File: src/inc/mxsc_pkg.sv
package mxsc_pkg;

  // ----------------------------------------------------------------
  // Clock and link timing
  // ----------------------------------------------------------------
  localparam int          CLK_PERIOD_NS = 50;
  localparam int          T4_NS         = 13;
  localparam int          T4_CYC_INT    = (T4_NS + CLK_PERIOD_NS - 1) / CLK_PERIOD_NS;
  localparam logic [3:0]  T4_CYC        = T4_CYC_INT[3:0];
  localparam logic [3:0]  SCLK_HALF_CYC = 4'h4;
  localparam logic [3:0]  SETUP_CYC     = (T4_CYC > SCLK_HALF_CYC) ? T4_CYC : SCLK_HALF_CYC;
  localparam logic [3:0]  GAP_CYC       = 4'h4;

  // ----------------------------------------------------------------
  // Control word layout
  // ----------------------------------------------------------------
  localparam int          WORD_W        = 8;
  localparam logic [2:0]  LAST_BIT_IDX  = 3'h7;
  localparam int          EN_N_BIT      = 7;
  localparam int          BANK_A_SEL_N  = 6;
  localparam int          BANK_B_SEL_N  = 5;
  localparam int          CHAN32_MSB    = 4;
  localparam int          CHAN16_MSB    = 3;

  // ----------------------------------------------------------------
  // Reset values
  // ----------------------------------------------------------------
  localparam logic [7:0]  WORD_RST      = 8'h00;
  localparam logic [4:0]  CHAN_RST      = 5'h00;
  localparam logic [2:0]  PINS_IDLE     = 3'h4;

  typedef enum logic [2:0] {
    MXSC_IDLE  = 3'b000,
    MXSC_SETUP = 3'b001,
    MXSC_HIGH  = 3'b011,
    MXSC_LOW   = 3'b010,
    MXSC_GAP   = 3'b110
  } mxsc_host_st_t;

  // One-cycle falling edge between a delayed copy and the current level
  function automatic logic mxsc_fell(input logic prev, input logic cur);
    return prev & ~cur;
  endfunction

endpackage

File: src/inc/mxsc_link_if.sv
`timescale 1ns/1ns
interface mxsc_link_if;
  logic sync_n;
  logic sclk;
  logic din;

  modport host (output sync_n, output sclk, output din);
  modport dev  (input  sync_n, input  sclk, input  din);
endinterface

File: src/logic/mxsc_dev.sv
`timescale 1ns/1ns
module mxsc_dev
  import mxsc_pkg::*;
(
  input  wire logic        clk_sys_i,
  input  wire logic        rst_i,
  input  wire logic        ce_i,
  mxsc_link_if.dev         link,
  input  wire logic        dual_mode_i,
  output logic             frame_active_o,
  output logic             update_o,
  output logic             abort_o,
  output logic [7:0]       cfg_word_o,
  output logic [4:0]       mux_chan_o,
  output logic             mux_on_o,
  output logic [3:0]       bank_a_chan_o,
  output logic             bank_a_on_o,
  output logic [3:0]       bank_b_chan_o,
  output logic             bank_b_on_o
);

  // ----------------------------------------------------------------
  // Pin synchronisation
  // ----------------------------------------------------------------
  // The host logic may sit on another clock in a real system, so
  // every pin is resynchronised before any edge detection.
  logic [2:0] pins_s;

  mxsc_sync u_sync (
    .clk_sys_i (clk_sys_i),
    .rst_i     (rst_i),
    .ce_i      (ce_i),
    .d_i       ({link.sync_n, link.sclk, link.din}),
    .q_o       (pins_s)
  );

  wire sync_n_s = pins_s[2];
  wire sclk_s   = pins_s[1];
  wire din_s    = pins_s[0];

  // ----------------------------------------------------------------
  // State
  // ----------------------------------------------------------------
  logic       sync_n_q;
  logic       sclk_q;
  logic       active_q;
  logic [2:0] bit_cnt_q;
  logic [7:0] shreg_q;

  // ----------------------------------------------------------------
  // Edge and frame decoding
  // ----------------------------------------------------------------
  wire sclk_fall   = mxsc_fell(sclk_q, sclk_s);
  wire at_last     = (bit_cnt_q == LAST_BIT_IDX);
  wire frame_start = mxsc_fell(sync_n_q, sync_n_s);
  wire frame_abort = active_q & sync_n_s & ~(sclk_fall & at_last);
  wire shift_edge  = active_q & ~frame_start & sclk_fall & (~sync_n_s | at_last);
  wire last_edge   = shift_edge & at_last;
  wire [7:0] word_next = {shreg_q[6:0], din_s};

  // The select level is ignored on the eighth edge: a release seen in
  // the same cycle as that edge still loads the word, and the load
  // never waits for select to rise.
  wire do_update = last_edge;

  // ----------------------------------------------------------------
  // Word field decoding
  // ----------------------------------------------------------------
  wire       sw_on     = ~word_next[EN_N_BIT];
  wire       load_a    = do_update & (~dual_mode_i | ~word_next[BANK_A_SEL_N]);
  wire       load_b    = do_update & dual_mode_i & ~word_next[BANK_B_SEL_N];
  wire [4:0] chan32    = word_next[CHAN32_MSB:0];
  wire [3:0] chan16    = word_next[CHAN16_MSB:0];

  // ----------------------------------------------------------------
  // Edge history
  // ----------------------------------------------------------------
  always_ff @(posedge clk_sys_i)
  begin
    if (rst_i)
    begin
      sync_n_q <= PINS_IDLE[2];
      sclk_q   <= PINS_IDLE[1];
    end
    else if (ce_i)
    begin
      sync_n_q <= sync_n_s;
      sclk_q   <= sclk_s;
    end
  end

  // ----------------------------------------------------------------
  // Frame control and bit counter
  // ----------------------------------------------------------------
  always_ff @(posedge clk_sys_i)
  begin
    if (rst_i)
    begin
      active_q  <= 1'b0;
      bit_cnt_q <= 3'h0;
    end
    else if (ce_i)
    begin
      if (frame_start)
      begin
        active_q  <= 1'b1;
        bit_cnt_q <= 3'h0;
      end
      else if (frame_abort || last_edge)
      begin
        active_q  <= 1'b0;
      end
      else if (shift_edge)
      begin
        bit_cnt_q <= bit_cnt_q + 3'h1;
      end
    end
  end

  // ----------------------------------------------------------------
  // Input shift register
  // ----------------------------------------------------------------
  // A partial word is left in the shifter on abort; it is never copied
  // out and the next frame overwrites all eight bits anyway.
  always_ff @(posedge clk_sys_i)
  begin
    if (rst_i)
      shreg_q <= WORD_RST;
    else if (ce_i && shift_edge)
      shreg_q <= word_next;
  end

  // ----------------------------------------------------------------
  // Switch configuration
  // ----------------------------------------------------------------
  always_ff @(posedge clk_sys_i)
  begin
    if (rst_i)
    begin
      cfg_word_o <= WORD_RST;
      mux_chan_o <= CHAN_RST;
      mux_on_o   <= 1'b0;
    end
    else if (ce_i && do_update)
    begin
      cfg_word_o <= word_next;
      mux_chan_o <= chan32;
      mux_on_o   <= sw_on & ~dual_mode_i;
    end
  end

  always_ff @(posedge clk_sys_i)
  begin
    if (rst_i)
    begin
      bank_a_chan_o <= CHAN_RST[3:0];
      bank_a_on_o   <= 1'b0;
    end
    else if (ce_i && load_a && dual_mode_i)
    begin
      bank_a_chan_o <= chan16;
      bank_a_on_o   <= sw_on;
    end
  end

  always_ff @(posedge clk_sys_i)
  begin
    if (rst_i)
    begin
      bank_b_chan_o <= CHAN_RST[3:0];
      bank_b_on_o   <= 1'b0;
    end
    else if (ce_i && load_b)
    begin
      bank_b_chan_o <= chan16;
      bank_b_on_o   <= sw_on;
    end
  end

  // ----------------------------------------------------------------
  // Status outputs
  // ----------------------------------------------------------------
  always_ff @(posedge clk_sys_i)
  begin
    if (rst_i)
    begin
      frame_active_o <= 1'b0;
      update_o       <= 1'b0;
      abort_o        <= 1'b0;
    end
    else if (ce_i)
    begin
      frame_active_o <= (active_q & ~frame_abort & ~last_edge) | frame_start;
      update_o       <= do_update;
      abort_o        <= frame_abort;
    end
  end

endmodule // mxsc_dev

File: src/logic/mxsc_sync.sv
`timescale 1ns/1ns
module mxsc_sync
  import mxsc_pkg::*;
(
  input  wire logic       clk_sys_i,
  input  wire logic       rst_i,
  input  wire logic       ce_i,
  input  wire logic [2:0] d_i,
  output logic      [2:0] q_o
);

  // ----------------------------------------------------------------
  // Two-stage synchroniser, first stage read only by the second
  // ----------------------------------------------------------------
  logic [2:0] meta_q;

  always_ff @(posedge clk_sys_i)
  begin
    if (rst_i)
    begin
      meta_q <= PINS_IDLE;
      q_o    <= PINS_IDLE;
    end
    else if (ce_i)
    begin
      meta_q <= d_i;
      q_o    <= meta_q;
    end
  end

endmodule // mxsc_sync

File: src/flat_wrapper.sv
// flat-port wrapper written by rule: the top's interface ports become plain ports
module mxsc_dev_flat import mxsc_pkg::*;
  (clk_sys_i, rst_i, ce_i, dual_mode_i, frame_active_o, update_o, abort_o, cfg_word_o, mux_chan_o, mux_on_o, bank_a_chan_o, bank_a_on_o, bank_b_chan_o, bank_b_on_o, link_sync_n, link_sclk, link_din);
  mxsc_link_if link_i ();
  input  wire logic clk_sys_i;
  input  wire logic rst_i;
  input  wire logic ce_i;
  input  wire logic dual_mode_i;
  output logic frame_active_o;
  output logic update_o;
  output logic abort_o;
  output logic [7:0] cfg_word_o;
  output logic [4:0] mux_chan_o;
  output logic mux_on_o;
  output logic [3:0] bank_a_chan_o;
  output logic bank_a_on_o;
  output logic [3:0] bank_b_chan_o;
  output logic bank_b_on_o;
  input wire logic [$bits(link_i.sync_n)-1:0] link_sync_n;
  input wire logic [$bits(link_i.sclk)-1:0] link_sclk;
  input wire logic [$bits(link_i.din)-1:0] link_din;
  assign link_i.sync_n = link_sync_n;
  assign link_i.sclk = link_sclk;
  assign link_i.din = link_din;
  mxsc_dev u_core (.clk_sys_i(clk_sys_i), .rst_i(rst_i), .ce_i(ce_i), .link(link_i), .dual_mode_i(dual_mode_i), .frame_active_o(frame_active_o), .update_o(update_o), .abort_o(abort_o), .cfg_word_o(cfg_word_o), .mux_chan_o(mux_chan_o), .mux_on_o(mux_on_o), .bank_a_chan_o(bank_a_chan_o), .bank_a_on_o(bank_a_on_o), .bank_b_chan_o(bank_b_chan_o), .bank_b_on_o(bank_b_on_o));
endmodule
File: config.mk
export PLATFORM = sky130hd
export DESIGN_NAME = mxsc_dev_flat
export DESIGN_NICKNAME = d
export VERILOG_FILES = /design/src/inc/mxsc_pkg.sv /design/src/inc/mxsc_link_if.sv /design/src/logic/mxsc_dev.sv /design/src/logic/mxsc_sync.sv /design/src/flat_wrapper.sv
export SDC_FILE = /design/constraint.sdc
export NUM_CORES = 1
export LEC_CHECK = 0
export BUFFER_PORTS_ARGS = -buffer_cell sky130_fd_sc_hd__buf_4
export CAP_MARGIN = 20
export CORE_MARGIN = 2
export CORE_UTILIZATION = 58
export CTS_CLUSTER_DIAMETER = 50
export CTS_CLUSTER_SIZE = 10
export DETAILED_ROUTE_END_ITERATION = 10
export HOLD_SLACK_MARGIN = 0.12
export PLACE_DENSITY = 0.95
export SYNTH_ARGS = -nofsm -noshare
export SYNTH_HDL_FRONTEND = slang
export SYNTH_SLANG_ARGS = --single-unit
File: constraint.sdc
create_clock -name clk_sys_i -period 3.13 [get_ports clk_sys_i]
set_input_delay 0.939 -clock clk_sys_i [delete_from_list [all_inputs] [get_ports clk_sys_i]]
set_output_delay 0.939 -clock clk_sys_i [all_outputs]
set_load 0.01 [all_outputs]
# Yosys cells after proc, flatten, opt, wreduce, memory -nomap -nowiden
# Index checks and enable logic that the tools add are counted.
# Widths: inputs -> output; s select.
[word_totals]
reg_bits = 46
in_bits = 7
out_inout_bits = 27
word_cells = 63
[op_classes]
add_sub_neg = 1
eq_ne = 2
n_mux = 5
bitwise = 28
n_reduce_logical = 10
[ops]
columns = ["cell", "n"]
rows = [
  ["$and 1x1->1", 15],
  ["$not 1->1", 10],
  ["$mux 3", 3],
  ["$logic_and 1x1->1", 5],
  ["$reduce_bool 2->1", 2],
  ["$add 3x1->3 const B", 1],
  ["$eq 3x3->1 const B", 1],
  ["$or 1x1->1", 3],
  ["$reduce_and 3->1", 1],
  ["$mux 1", 2],
  ["$ne 2x1->1 const B", 1],
  ["$reduce_and 2->1", 1],
  ["$logic_or 1x1->1", 1],
]

# Longest topological paths before layout
# Gate-level depths: netlist (run 1).
[depth]
word_depth = 10
mapped_depth = 8
depth_no_buf = 6

# Hierarchy
# A second synthesis (run 1) with hierarchy kept.
[hier_totals]
cells_unflattened = 161
area_unflattened_um2 = 1624.1
[modules_own_cells]
columns = ["module", "n_inst", "cells_each", "area_each_um2", "seq_area_each_um2"]
rows = [
  ["mxsc_dev", 1, 142, 1407.6, 700.7],
  ["mxsc_sync", 1, 19, 216.5, 120.1],
]

# Least setup slack after synthesis (run 1)
# No wires, ideal clock.
[synth_path]
path_kind = "input to register"
startpoint = "input ce_i"
endpoint = "register u_core.sclk_q"
setup_ps = 128
t_arrival_ps = 1670
t_required_ps = 3002
path_slack_ps = 1332
path_stages = 4
n_path_buf = 2
path_cell_list = "clkbuf_1 > buf_2 > mux2i_1 > nor2_1"
[synth_lines]
columns = ["item", "line", "source"]
rows = [
  ["start: declaration", "flat_wrapper.sv:7", "input wire logic ce_i;"],
  ["end signal: assignment", "mxsc_dev.sv:83", "sclk_q <= PINS_IDLE[1];"],
  ["end signal: assignment", "mxsc_dev.sv:88", "sclk_q <= sclk_s;"],
  ["end: declaration", "mxsc_dev.sv:45", "logic sclk_q;"],
]

# Worst setup path after layout (run 1)
[layout_path]
startpoint = "register u_core.bit_cnt_q[0]"
endpoint = "register u_core.bank_a_chan_o[1]"
[layout_between]
elab_chain_cells = 7
[layout_rtl]
columns = ["item", "line", "source"]
rows = [
  ["start: declaration", "mxsc_dev.sv:47", "logic [2:0] bit_cnt_q;"],
  ["start signal: assignment", "mxsc_dev.sv:115", "bit_cnt_q <= bit_cnt_q + 3'h1;"],
  ["$eq 3x3->1 (*)", "mxsc_dev.sv:54", "wire at_last = (bit_cnt_q == LAST_BIT_IDX);"],
  ["$or 1x1->1", "mxsc_dev.sv:57", "wire shift_edge = active_q & ~frame_start & sclk_fall & (~sync_n_s | at_last);"],
  ["$and 1x1->1", "mxsc_dev.sv:57", ""],
  ["$and 1x1->1 (*)", "mxsc_dev.sv:58", "wire last_edge = shift_edge & at_last;"],
  ["$and 1x1->1 (*)", "mxsc_dev.sv:70", "wire load_a = do_update & (~dual_mode_i | ~word_next[BANK_A_SEL_N]);"],
  ["$logic_and 1x1->1 (*) (2 in a row)", "mxsc_dev.sv:159", "else if (ce_i && load_a && dual_mode_i)"],
  ["end signal: assignment", "mxsc_dev.sv:156", "bank_a_chan_o <= CHAN_RST[3:0];"],
  ["end signal: assignment", "mxsc_dev.sv:161", "bank_a_chan_o <= chan16;"],
  ["end: declaration", "mxsc_dev.sv:16", "output logic [3:0] bank_a_chan_o,"],
]
# Mark *: on every way between the ends. The rest lies on a longest branch, timed or not.
# A chain may end at the register's enable or synchronous reset.

==> results of run 1 <==
## metrics by stage
step                total power, W  utilization  area (µm²)  setup WS [ns]
floorplan                0.0005783            -        1787          1.332
global placement         0.0005882       0.6558        1969         0.8676
CTS                      0.0009093       0.6800        2042          1.008
detailed placement       0.0005890       0.6558        1969         0.8160
finish                   0.0008993       0.6800        2042         0.9918
global route             0.0009252       0.6800        2042         0.8339
## logic make-up after synthesis
family,count (synthesis),share of synthesized area
compound gates,38,0.1198
fa+ha+maj,3,0.02101
buf+inv,21,0.07003
flops,41,0.4594
mux,16,0.08963
simple gates,75,0.2402
## flip-flops by register name, indices dropped and copies added (netlist names), 3 cells and up
register,flops
u_core.bank_a_chan_o,4
u_core.bank_b_chan_o,4
u_core.bit_cnt_q,3
u_core.cfg_word_o,4
u_core.mux_chan_o,4
u_core.shreg_q,7
u_core.u_sync.meta_q,3
u_core.u_sync.q_o,3
## worst max path at each step
stage                               to  slack (ns)  depth (start not counted)
6_report       u_core.bank_a_chan_o[1]        0.99                          7
5_1_grt        u_core.bank_a_chan_o[1]        0.83                          7
4_1_cts        u_core.bank_a_chan_o[1]        1.01                          7
3_5_place_dp   u_core.bank_a_chan_o[1]        0.82                          5
3_3_place_gp   u_core.bank_a_chan_o[2]        0.87                          5
2_1_floorplan            u_core.sclk_q        1.33                          4
## critical path: stages (launching register included)
cell and delay (ns):
dfxtp_1 0.41, ha_1 0.20, ha_1 0.21, nand2b_1 0.20, and4_1 0.20, buf_4 0.20, and4b_1 0.41, mux2i_1 0.24
## layer usage
layer,vias up,track usage
li1,704,-
met1,632,0.2244
met2,41,0.3014
met3,5,0.04148
met4,0,0.1016
met5,-,0
## cells in the mapped netlist
master    instances
o21ai_0           9
buf_2             4
a311oi_1          1
nand2_1          20
buf_6             3
and3b_4           1
nor2_1            9
a21boi_0          1
dfxtp_1          41
a21oi_1          20
or4_1             1
nand3_1           9
nand4b_1          2
and3b_1           1
clkbuf_1          8
a211o_1           3
and4_1            1
nor2b_1           3
mux2i_1          16
nor3_4            1
nand3b_1          1
nand4_1           4
or2_2             1
ha_1              3
and4b_1           2
nand2b_1         18
nand2b_4          1
o211ai_1          2
a31oi_1           1
buf_4             5
o21ai_1           1
inv_1             1
## power groups by stage
stage / clock network [W] / registers, W / logic [W]
after global routing: 0.000343 / 0.000536 / 0.0000465
after detailed placement: 0 / 0.000547 / 0.0000424
final: 0.000322 / 0.000535 / 0.0000426
after floorplan: 0 / 0.000545 / 0.0000338
after CTS: 0.000332 / 0.000535 / 0.0000426
after global placement: 0 / 0.000546 / 0.0000417
## placed cells by master, fill, tap and decap left out, types with 2 or more instances in the layout
cell,n
dfxtp_1,41
a211o_1,3
ha_1,3
buf_4,35
o21ai_0,9
and4b_1,2
nand3_1,9
nand4b_1,2
nand2_1,20
o211ai_1,2
nand4_1,4
nand2b_1,18
mux2i_1,16
nor2_1,9
clkbuf_4,5
a21oi_1,20
nor2b_1,3
## final cells by class
type                       instances  area [µm²]  area share
clock buffer                       5       37.54     0.01838
clock inverter                     2       35.03     0.01716
inverter                           1       3.754    0.001838
multi-input combinational        132       840.8      0.4118
sequential                        41       820.8      0.4020
tap                               33       41.29     0.02022
timing repair buffer              35       262.8      0.1287
==> run summary, run 1 <==
Initial DRT Pass Iterations -> 4
Post-cts sizing count -> 0
CTS tree -> built
Cell-internal power -> 0.0007117 W
CTS root buf -> clkbuf_4
Met1 WL -> 1385 µm
GR Util All Layers -> 0.1847
Hold path depth -> 1
Crit Reg-Reg Endpoint -> u_core.bank_a_chan_o[1]
Crit-path max FO -> 18
Via/cell ratio -> 5.550
CP Launch Type -> register
Mean Syn Cell Area -> 9.210 µm²
CP endpoint kind -> register
Hold path startpoint -> u_core.u_sync.meta_q[2]
H-tree depth -> 2
Sw Pwr -> 0.0001876 W
Postcts setup bufs -> 0
Tmin final -> 2.138 ns
FILL cells -> 249
Nets -> 226
Worst Path Class, Setup -> reg2reg
GPL Wtd Cong -> 0.7841
Synth cell types -> 32
Clock Power Share -> 0.358
Placed cell count -> 242
# rows -> 20
First-pass GRT wire length -> 4933 µm
Fmax achieved -> 467.7 MHz
Clock transition at path regs -> 0.11 ns
Worst hold margin -> 0.4711 ns
Crit path from -> u_core.bit_cnt_q[0]
Hold-fix buffers, CTS -> 0
Share of the synthesized area in the top cell type -> 0.4594
Worst Reg2Reg Path Length in Cells -> 7
Clock sinks -> 41
DR WL/cell -> 12.57 µm
PD cells -> 440.4 nW/µm²
Wire length on met2 -> 1528 µm
Worst Skew -> 0.006837 ns
Reg2reg setup slack -> 0.99 ns
Syn nets -> 204
Sequential power share -> 0.595
WL met3 -> 163 µm
Clock latency on the worst-skew pair -> 0.34 ns
Pin count of the biggest net entering global routing -> 48
Clk buf depth -> 2
RSZ-0062 raised after global routing -> false
Die Area -> 3540 µm²
Antenna cells -> 0
Switching Fraction -> 0.2086
WP data required -> 3.41 ns
Via count -> 1,382
Max-slew violation count -> 0
Grt total ovfl -> 0
Post-Synthesis Cell Area -> 1787 µm²
Final Setup Violations -> 0
Port Buffers -> 33
Seq cells post-synth -> 41
Combinational fraction of design power -> 0.047
Area delta synth->final -> 14.29%
CP arrival -> 2.41 ns
Yosys warns -> 0
DP HPWL -> 2092 µm
DR top layer -> met4
DRC -> 0
Vias in the first global route -> 1,211
Fin cells -> 249
Final WL -> 3130 µm
Share of cells above drive strength 1 -> 0.2130
Cts bufs inserted -> 5
Setup_tns -> 0 ns
Max Cap Viol -> 0
VDD IR-drop max -> 340.0 µV
Post-synth top area cell -> dfxtp_1
Max-slew headroom -> 0.6933
Top cells by area, synth -> dfxtp_1 (46%), mux2i_1 (9.0%), nand2b_1 (6.3%), a21oi_1 (5.6%), nand2_1 (4.2%)
Worst Hold End -> u_core.u_sync.q_o[2]
Tightest Hold Check Type -> reg2reg
RR Startpoint -> u_core.bit_cnt_q[0]
Top-Level Pins -> 34
Worst-Margin Slew -> 0.4600 ns
Post-route ant nets -> 0
Initial antenna violation count -> 0
DR iter-0 viols -> 51
Initial Util -> 0.5950
Hold Violations, Final -> 0
Vert. Die Dim -> 59.50 µm
Fin crit share -> 0.6831
Syn Inst Count -> 194
Status -> completed
Seq/Total Area, Yosys -> 0.4594
Die Width -> 59.50 µm
CORE AREA -> 3003 µm²
P_leak -> 0.8203 nW
Note: power is estimated with default switching activity, not from simulation.
==> inputs of run 2 (changes only) <==
--- a/config.mk
+++ b/config.mk
@@ -8,12 +8,12 @@
 export BUFFER_PORTS_ARGS = -buffer_cell sky130_fd_sc_hd__buf_4
 export CAP_MARGIN = 20
 export CORE_MARGIN = 2
-export CORE_UTILIZATION = 58
+export CORE_UTILIZATION = 54
 export CTS_CLUSTER_DIAMETER = 50
 export CTS_CLUSTER_SIZE = 10
 export DETAILED_ROUTE_END_ITERATION = 10
 export HOLD_SLACK_MARGIN = 0.12
-export PLACE_DENSITY = 0.95
+export PLACE_DENSITY = 0.9
 export SYNTH_ARGS = -nofsm -noshare
 export SYNTH_HDL_FRONTEND = slang
 export SYNTH_SLANG_ARGS = --single-unit
==> constraint.sdc (replaced) <==
create_clock -name clk_sys_i -period 2.09 [get_ports clk_sys_i]
set_input_delay 0.627 -clock clk_sys_i [delete_from_list [all_inputs] [get_ports clk_sys_i]]
set_output_delay 0.627 -clock clk_sys_i [all_outputs]
set_load 0.01 [all_outputs]
==> run summary, run 2 (synthesis results as in run 1) <==
Status -> completed
CP Launch Type -> register
Die Width -> 61.52 µm
Most frequent cells in the layout -> dfxtp_1 (41), buf_4 (40), a21oi_1 (20), nand2_1 (20), nand2b_1 (18)
Cts bufs inserted -> 5
CP arrival -> 2.17 ns
Port Buffers -> 33
Max-slew headroom -> 0.7288
RSZ-0062 raised after global routing -> false
CP endpoint kind -> register
PD cells -> 666.3 nW/µm²
Final Setup Violations -> 0
Tightest Hold Check Type -> reg2reg
P_leak -> 0.8475 nW
Initial DRT Pass Iterations -> 4
Tmin final -> 1.878 ns
Max reg flops -> 7
Clock latency on the worst-skew pair -> 0.36 ns
Post-route ant nets -> 0
# rows -> 20
Nets -> 231
Antenna cells -> 0
DR iter-0 viols -> 53
DR WL/cell -> 13.11 µm
WP data required -> 2.38 ns
Top reg by flops -> u_core.shreg_q
Worst Path Class, Setup -> reg2reg
Via count -> 1,446
Tot Pwr -> 0.001403 W
Pin count of the biggest net entering global routing -> 48
GPL Wtd Cong -> 0.7814
CORE AREA -> 3103 µm²
Worst Skew -> 0.01230 ns
Initial Util -> 0.5758
Setup_tns -> 0 ns
H-tree depth -> 2
Via/cell ratio -> 5.436
Fmax achieved -> 532.5 MHz
Clock sinks -> 41
Grt total ovfl -> 0
Worst-Margin Slew -> 0.4068 ns
Fin crit share -> 0.8986
Area delta synth->final -> 17.86%
Initial antenna violation count -> 0
CTS tree -> built
CTS root buf -> clkbuf_4
Clock transition at path regs -> 0.11 ns
Die Area -> 3785 µm²
Most common cell after layout, fill and taps aside -> dfxtp_1
Hold Violations, Final -> 0
Share of cells above drive strength 1 -> 0.2297
Clk buf depth -> 2
Vias in the first global route -> 1,293
First-pass GRT wire length -> 5706 µm
Hold-fix buffers, CTS -> 0
Max-slew violation count -> 0
GR Util All Layers -> 0.2049
Vert. Die Dim -> 61.52 µm
Max Cap Viol -> 0
Final WL -> 3487 µm
Crit-path max FO -> 5
Top-Level Pins -> 34
DRC -> 0
VDD IR-drop max -> 663.5 µV
DP HPWL -> 2392 µm
run 2: cell types whose count changed in the layout (fill, tap and decap cells not counted), sizes merged:
| cell | before | now |
|---|---|---|
| clkbuf | 5 | 7 |
| buf | 35 | 40 |
| clkinv | 1 | 0 |
run 2: worst paths after layout:
kind | startpoint | to | slack (ns) | depth (start not counted)
setup / recovery | u_core.bit_cnt_q[0] | u_core.bank_a_chan_o[0] | 0.21 | 6
hold / removal | u_core.u_sync.meta_q[2] | u_core.u_sync.q_o[2] | 0.47 | 1
setup reg to reg | u_core.bit_cnt_q[0] | u_core.bank_a_chan_o[0] | 0.21 | 6
hold reg to reg | u_core.u_sync.meta_q[2] | u_core.u_sync.q_o[2] | 0.47 | 1
run 2: cell type report:
cell class,count,area [µm²]
fill,282,997.2
multi-input combinational,132,840.8
sequential,41,820.8
timing repair buffer,40,300.3
clock buffer,7,55.05
tap,44,55.05
clock inverter,1,30.03
inverter,1,3.754
run 2: power by group:
part / switching (W) / internal (W) / leakage (nW) / total, W
sequential: 0.00000995 / 0.000791 / 0.332 / 0.000801
combinational: 0.0000334 / 0.0000322 / 0.470 / 0.0000656
clock: 0.000250 / 0.000286 / 0.0455 / 0.000536
run 2: critical path, cell delays in order, from the launching register on:
cell	delay (ns)
dfxtp_1	0.38
ha_1	0.19
ha_1	0.20
nand2b_1	0.19
and4_1	0.22
and4b_1	0.41
mux2i_1	0.23
run 2: per-layer routing:
metal | GRT usage | vias to the layer above | share of wire
met5 | 0 | - | 0
met4 | 0.09726 | 0 | 0.019
met3 | 0.05252 | 8 | 0.064
met2 | 0.3308 | 44 | 0.49
met1 | 0.2549 | 673 | 0.43
li1 | - | 721 | -
run 2: repair_timing:
| item | CTS | global route |
|---|---|---|
| hold endpoints to repair | 0 | 0 |
| resized for setup | 0 | 0 |
| buffers inserted | 0 | 2 |
| setup endpoints to repair | 0 | 13 |
run 2: stage by stage:
step	std cells	setup WS [ns]	utilization	hold slack, ns	area, µm²
after global routing	266	0.07876	0.6786	0.4631	2106
after global placement	256	0.2311	0.6464	0.4399	2006
after detailed placement	256	0.07119	0.6464	0.4446	2006
after floorplan	194	0.3396	-	0.4314	1787
final	266	0.2120	0.6786	0.4748	2106
after CTS	264	0.04401	0.6738	0.4716	2091
==> inputs of run 3 (changes only) <==
--- a/config.mk
+++ b/config.mk
@@ -8,12 +8,12 @@
 export BUFFER_PORTS_ARGS = -buffer_cell sky130_fd_sc_hd__buf_4
 export CAP_MARGIN = 20
 export CORE_MARGIN = 2
-export CORE_UTILIZATION = 54
+export CORE_UTILIZATION = 30
 export CTS_CLUSTER_DIAMETER = 50
 export CTS_CLUSTER_SIZE = 10
 export DETAILED_ROUTE_END_ITERATION = 10
 export HOLD_SLACK_MARGIN = 0.12
-export PLACE_DENSITY = 0.9
+export PLACE_DENSITY = 0.6
 export SYNTH_ARGS = -nofsm -noshare
 export SYNTH_HDL_FRONTEND = slang
 export SYNTH_SLANG_ARGS = --single-unit
==> run summary, run 3 (synthesis results as in run 1) <==
Status -> completed
Clock latency on the worst-skew pair -> 0.30 ns
PD cells -> 709.3 nW/µm²
Met1 WL -> 1876 µm
Post-route ant nets -> 0
DRC -> 0
CP arrival -> 2.14 ns
CP Launch Type -> register
Reg2reg setup slack -> 0.18 ns
Tmin final -> 1.910 ns
Tightest Hold Check Type -> reg2reg
Worst Reg2Reg Path Length in Cells -> 6
CORE AREA -> 5851 µm²
Antenna cells -> 0
Worst Skew -> 0.005106 ns
Initial Util -> 0.3054
P_leak -> 0.8555 nW
Setup_tns -> 0 ns
Final worst slack -> 0.1800 ns
Postcts setup bufs -> 0
# rows -> 28
Top reg by flops -> u_core.shreg_q
Die Width -> 81.18 µm
Pin count of the biggest net entering global routing -> 48
RR Startpoint -> u_core.bit_cnt_q[0]
GR Util All Layers -> 0.1189
WP data required -> 2.32 ns
Vert. Die Dim -> 81.18 µm
Clk buf depth -> 2
H-tree depth -> 2
DR WL/cell -> 12.43 µm
Crit-path max FO -> 6
DP HPWL -> 2497 µm
Cell-internal power -> 0.001213 W
Worst-Margin Slew -> 0.4425 ns
Initial DRT Pass Iterations -> 4
Hold path depth -> 1
Clock sinks -> 41
Die Area -> 6589 µm²
RSZ-0062 raised after global routing -> false
Most common cell after layout, fill and taps aside -> dfxtp_1
Hold path startpoint -> u_core.u_sync.meta_q[2]
Grt total ovfl -> 0
Initial antenna violation count -> 0
VDD IR-drop max -> 315.6 µV
Fin util -> 0.3713
Share of cells above drive strength 1 -> 0.2308
GPL Wtd Cong -> 0.8563
Max Cap Viol -> 0
Combinational fraction of design power -> 0.047
CTS root buf -> clkbuf_8
First-pass GRT wire length -> 5927 µm
Crit Reg-Reg Endpoint -> u_core.mux_on_o
Clock Power Share -> 0.435
Final Setup Violations -> 0
Fmax achieved -> 523.6 MHz
Post-cts sizing count -> 0
Clock transition at path regs -> 0.08 ns
Switching Fraction -> 0.2129
Vias in the first global route -> 1,223
Hold-fix buffers, CTS -> 0
Wire length on met2 -> 1573 µm
DR top layer -> met4
DR iter-0 viols -> 90
Worst Path Class, Setup -> reg2reg
Area delta synth->final -> 21.57%
Fin crit share -> 0.9139
Via/cell ratio -> 4.655
Cts bufs inserted -> 5
Sequential power share -> 0.518
Port Buffers -> 33
WL met3 -> 170 µm
Final WL -> 3680 µm
CTS tree -> built
Top-Level Pins -> 34
FILL cells -> 606
Place WS -> 0.1509 ns
Max-slew headroom -> 0.7050
Most frequent cells in the layout -> dfxtp_1 (41), buf_4 (39), a21oi_1 (20), nand2_1 (20), nand2b_1 (18)
Sw Pwr -> 0.0003281 W
Nets -> 230
Hold Violations, Final -> 0
Worst hold margin -> 0.4649 ns
Via count -> 1,378
Max-slew violation count -> 0
Max reg flops -> 7
CP endpoint kind -> register
Worst Hold End -> u_core.u_sync.q_o[2]
[run 3: cell count changes in the layout (fill, tap and decap cells not counted), sizes merged]
cell	previous run	this run
clkbuf	7	6
buf	40	39
clkinvlp	0	1
[run 3: worst max-delay path by stage]
stage / startpoint / end / depth (start not counted)
final: u_core.bit_cnt_q[0] / u_core.mux_on_o / 6
after global placement: u_core.bit_cnt_q[0] / u_core.bank_b_chan_o[2] / 6
after CTS: u_core.bit_cnt_q[0] / u_core.bank_b_chan_o[2] / 6
after global routing: u_core.bit_cnt_q[0] / u_core.bank_b_chan_o[2] / 6
after floorplan: u_core.bit_cnt_q[0] / u_core.bank_a_chan_o[1] / 8
after detailed placement: u_core.bit_cnt_q[0] / u_core.bank_b_chan_o[1] / 6
[run 3: layout make-up]
type	instances	area [µm²]	share of cell area
Clock buffer	6	82.58	0.03802
Tap cell	75	93.84	0.04320
Clock inverter	2	37.54	0.01728
Multi-Input combinational cell	132	840.8	0.3871
Inverter	1	3.754	0.001728
Sequential cell	41	820.8	0.3779
Timing Repair Buffer	39	292.8	0.1348
[run 3: through the flow]
stage	cells	power, W	area, µm²
global placement	288	0.0008879	2052
floorplan	194	0.0008661	1787
CTS	296	0.001557	2172
finish	296	0.001541	2172
global route	296	0.001601	2172
detailed placement	288	0.0008882	2052
[run 3: critical path, stage by stage (launching register included)]
cell	delay [ns]
dfxtp_1	0.37
ha_1	0.18
ha_1	0.21
nand2b_1	0.19
nand4_1	0.27
or4_1	0.48
a21oi_1	0.14
[run 3: layer usage]
layer	GRT usage	vias to the layer above
met5	0	-
met4	0.05593	0
met3	0.03444	7
met2	0.1711	24
met1	0.1627	630
li1	-	717
[run 3: power groups by stage]
stage	Sequential [W]	Combinational, W	Clock, W
after detailed placement	0.000816	0.0000720	0
after CTS	0.000798	0.0000725	0.000687
after global routing	0.000799	0.0000802	0.000722
after global placement	0.000816	0.0000720	0
final	0.000798	0.0000724	0.000671
after floorplan	0.000815	0.0000507	0
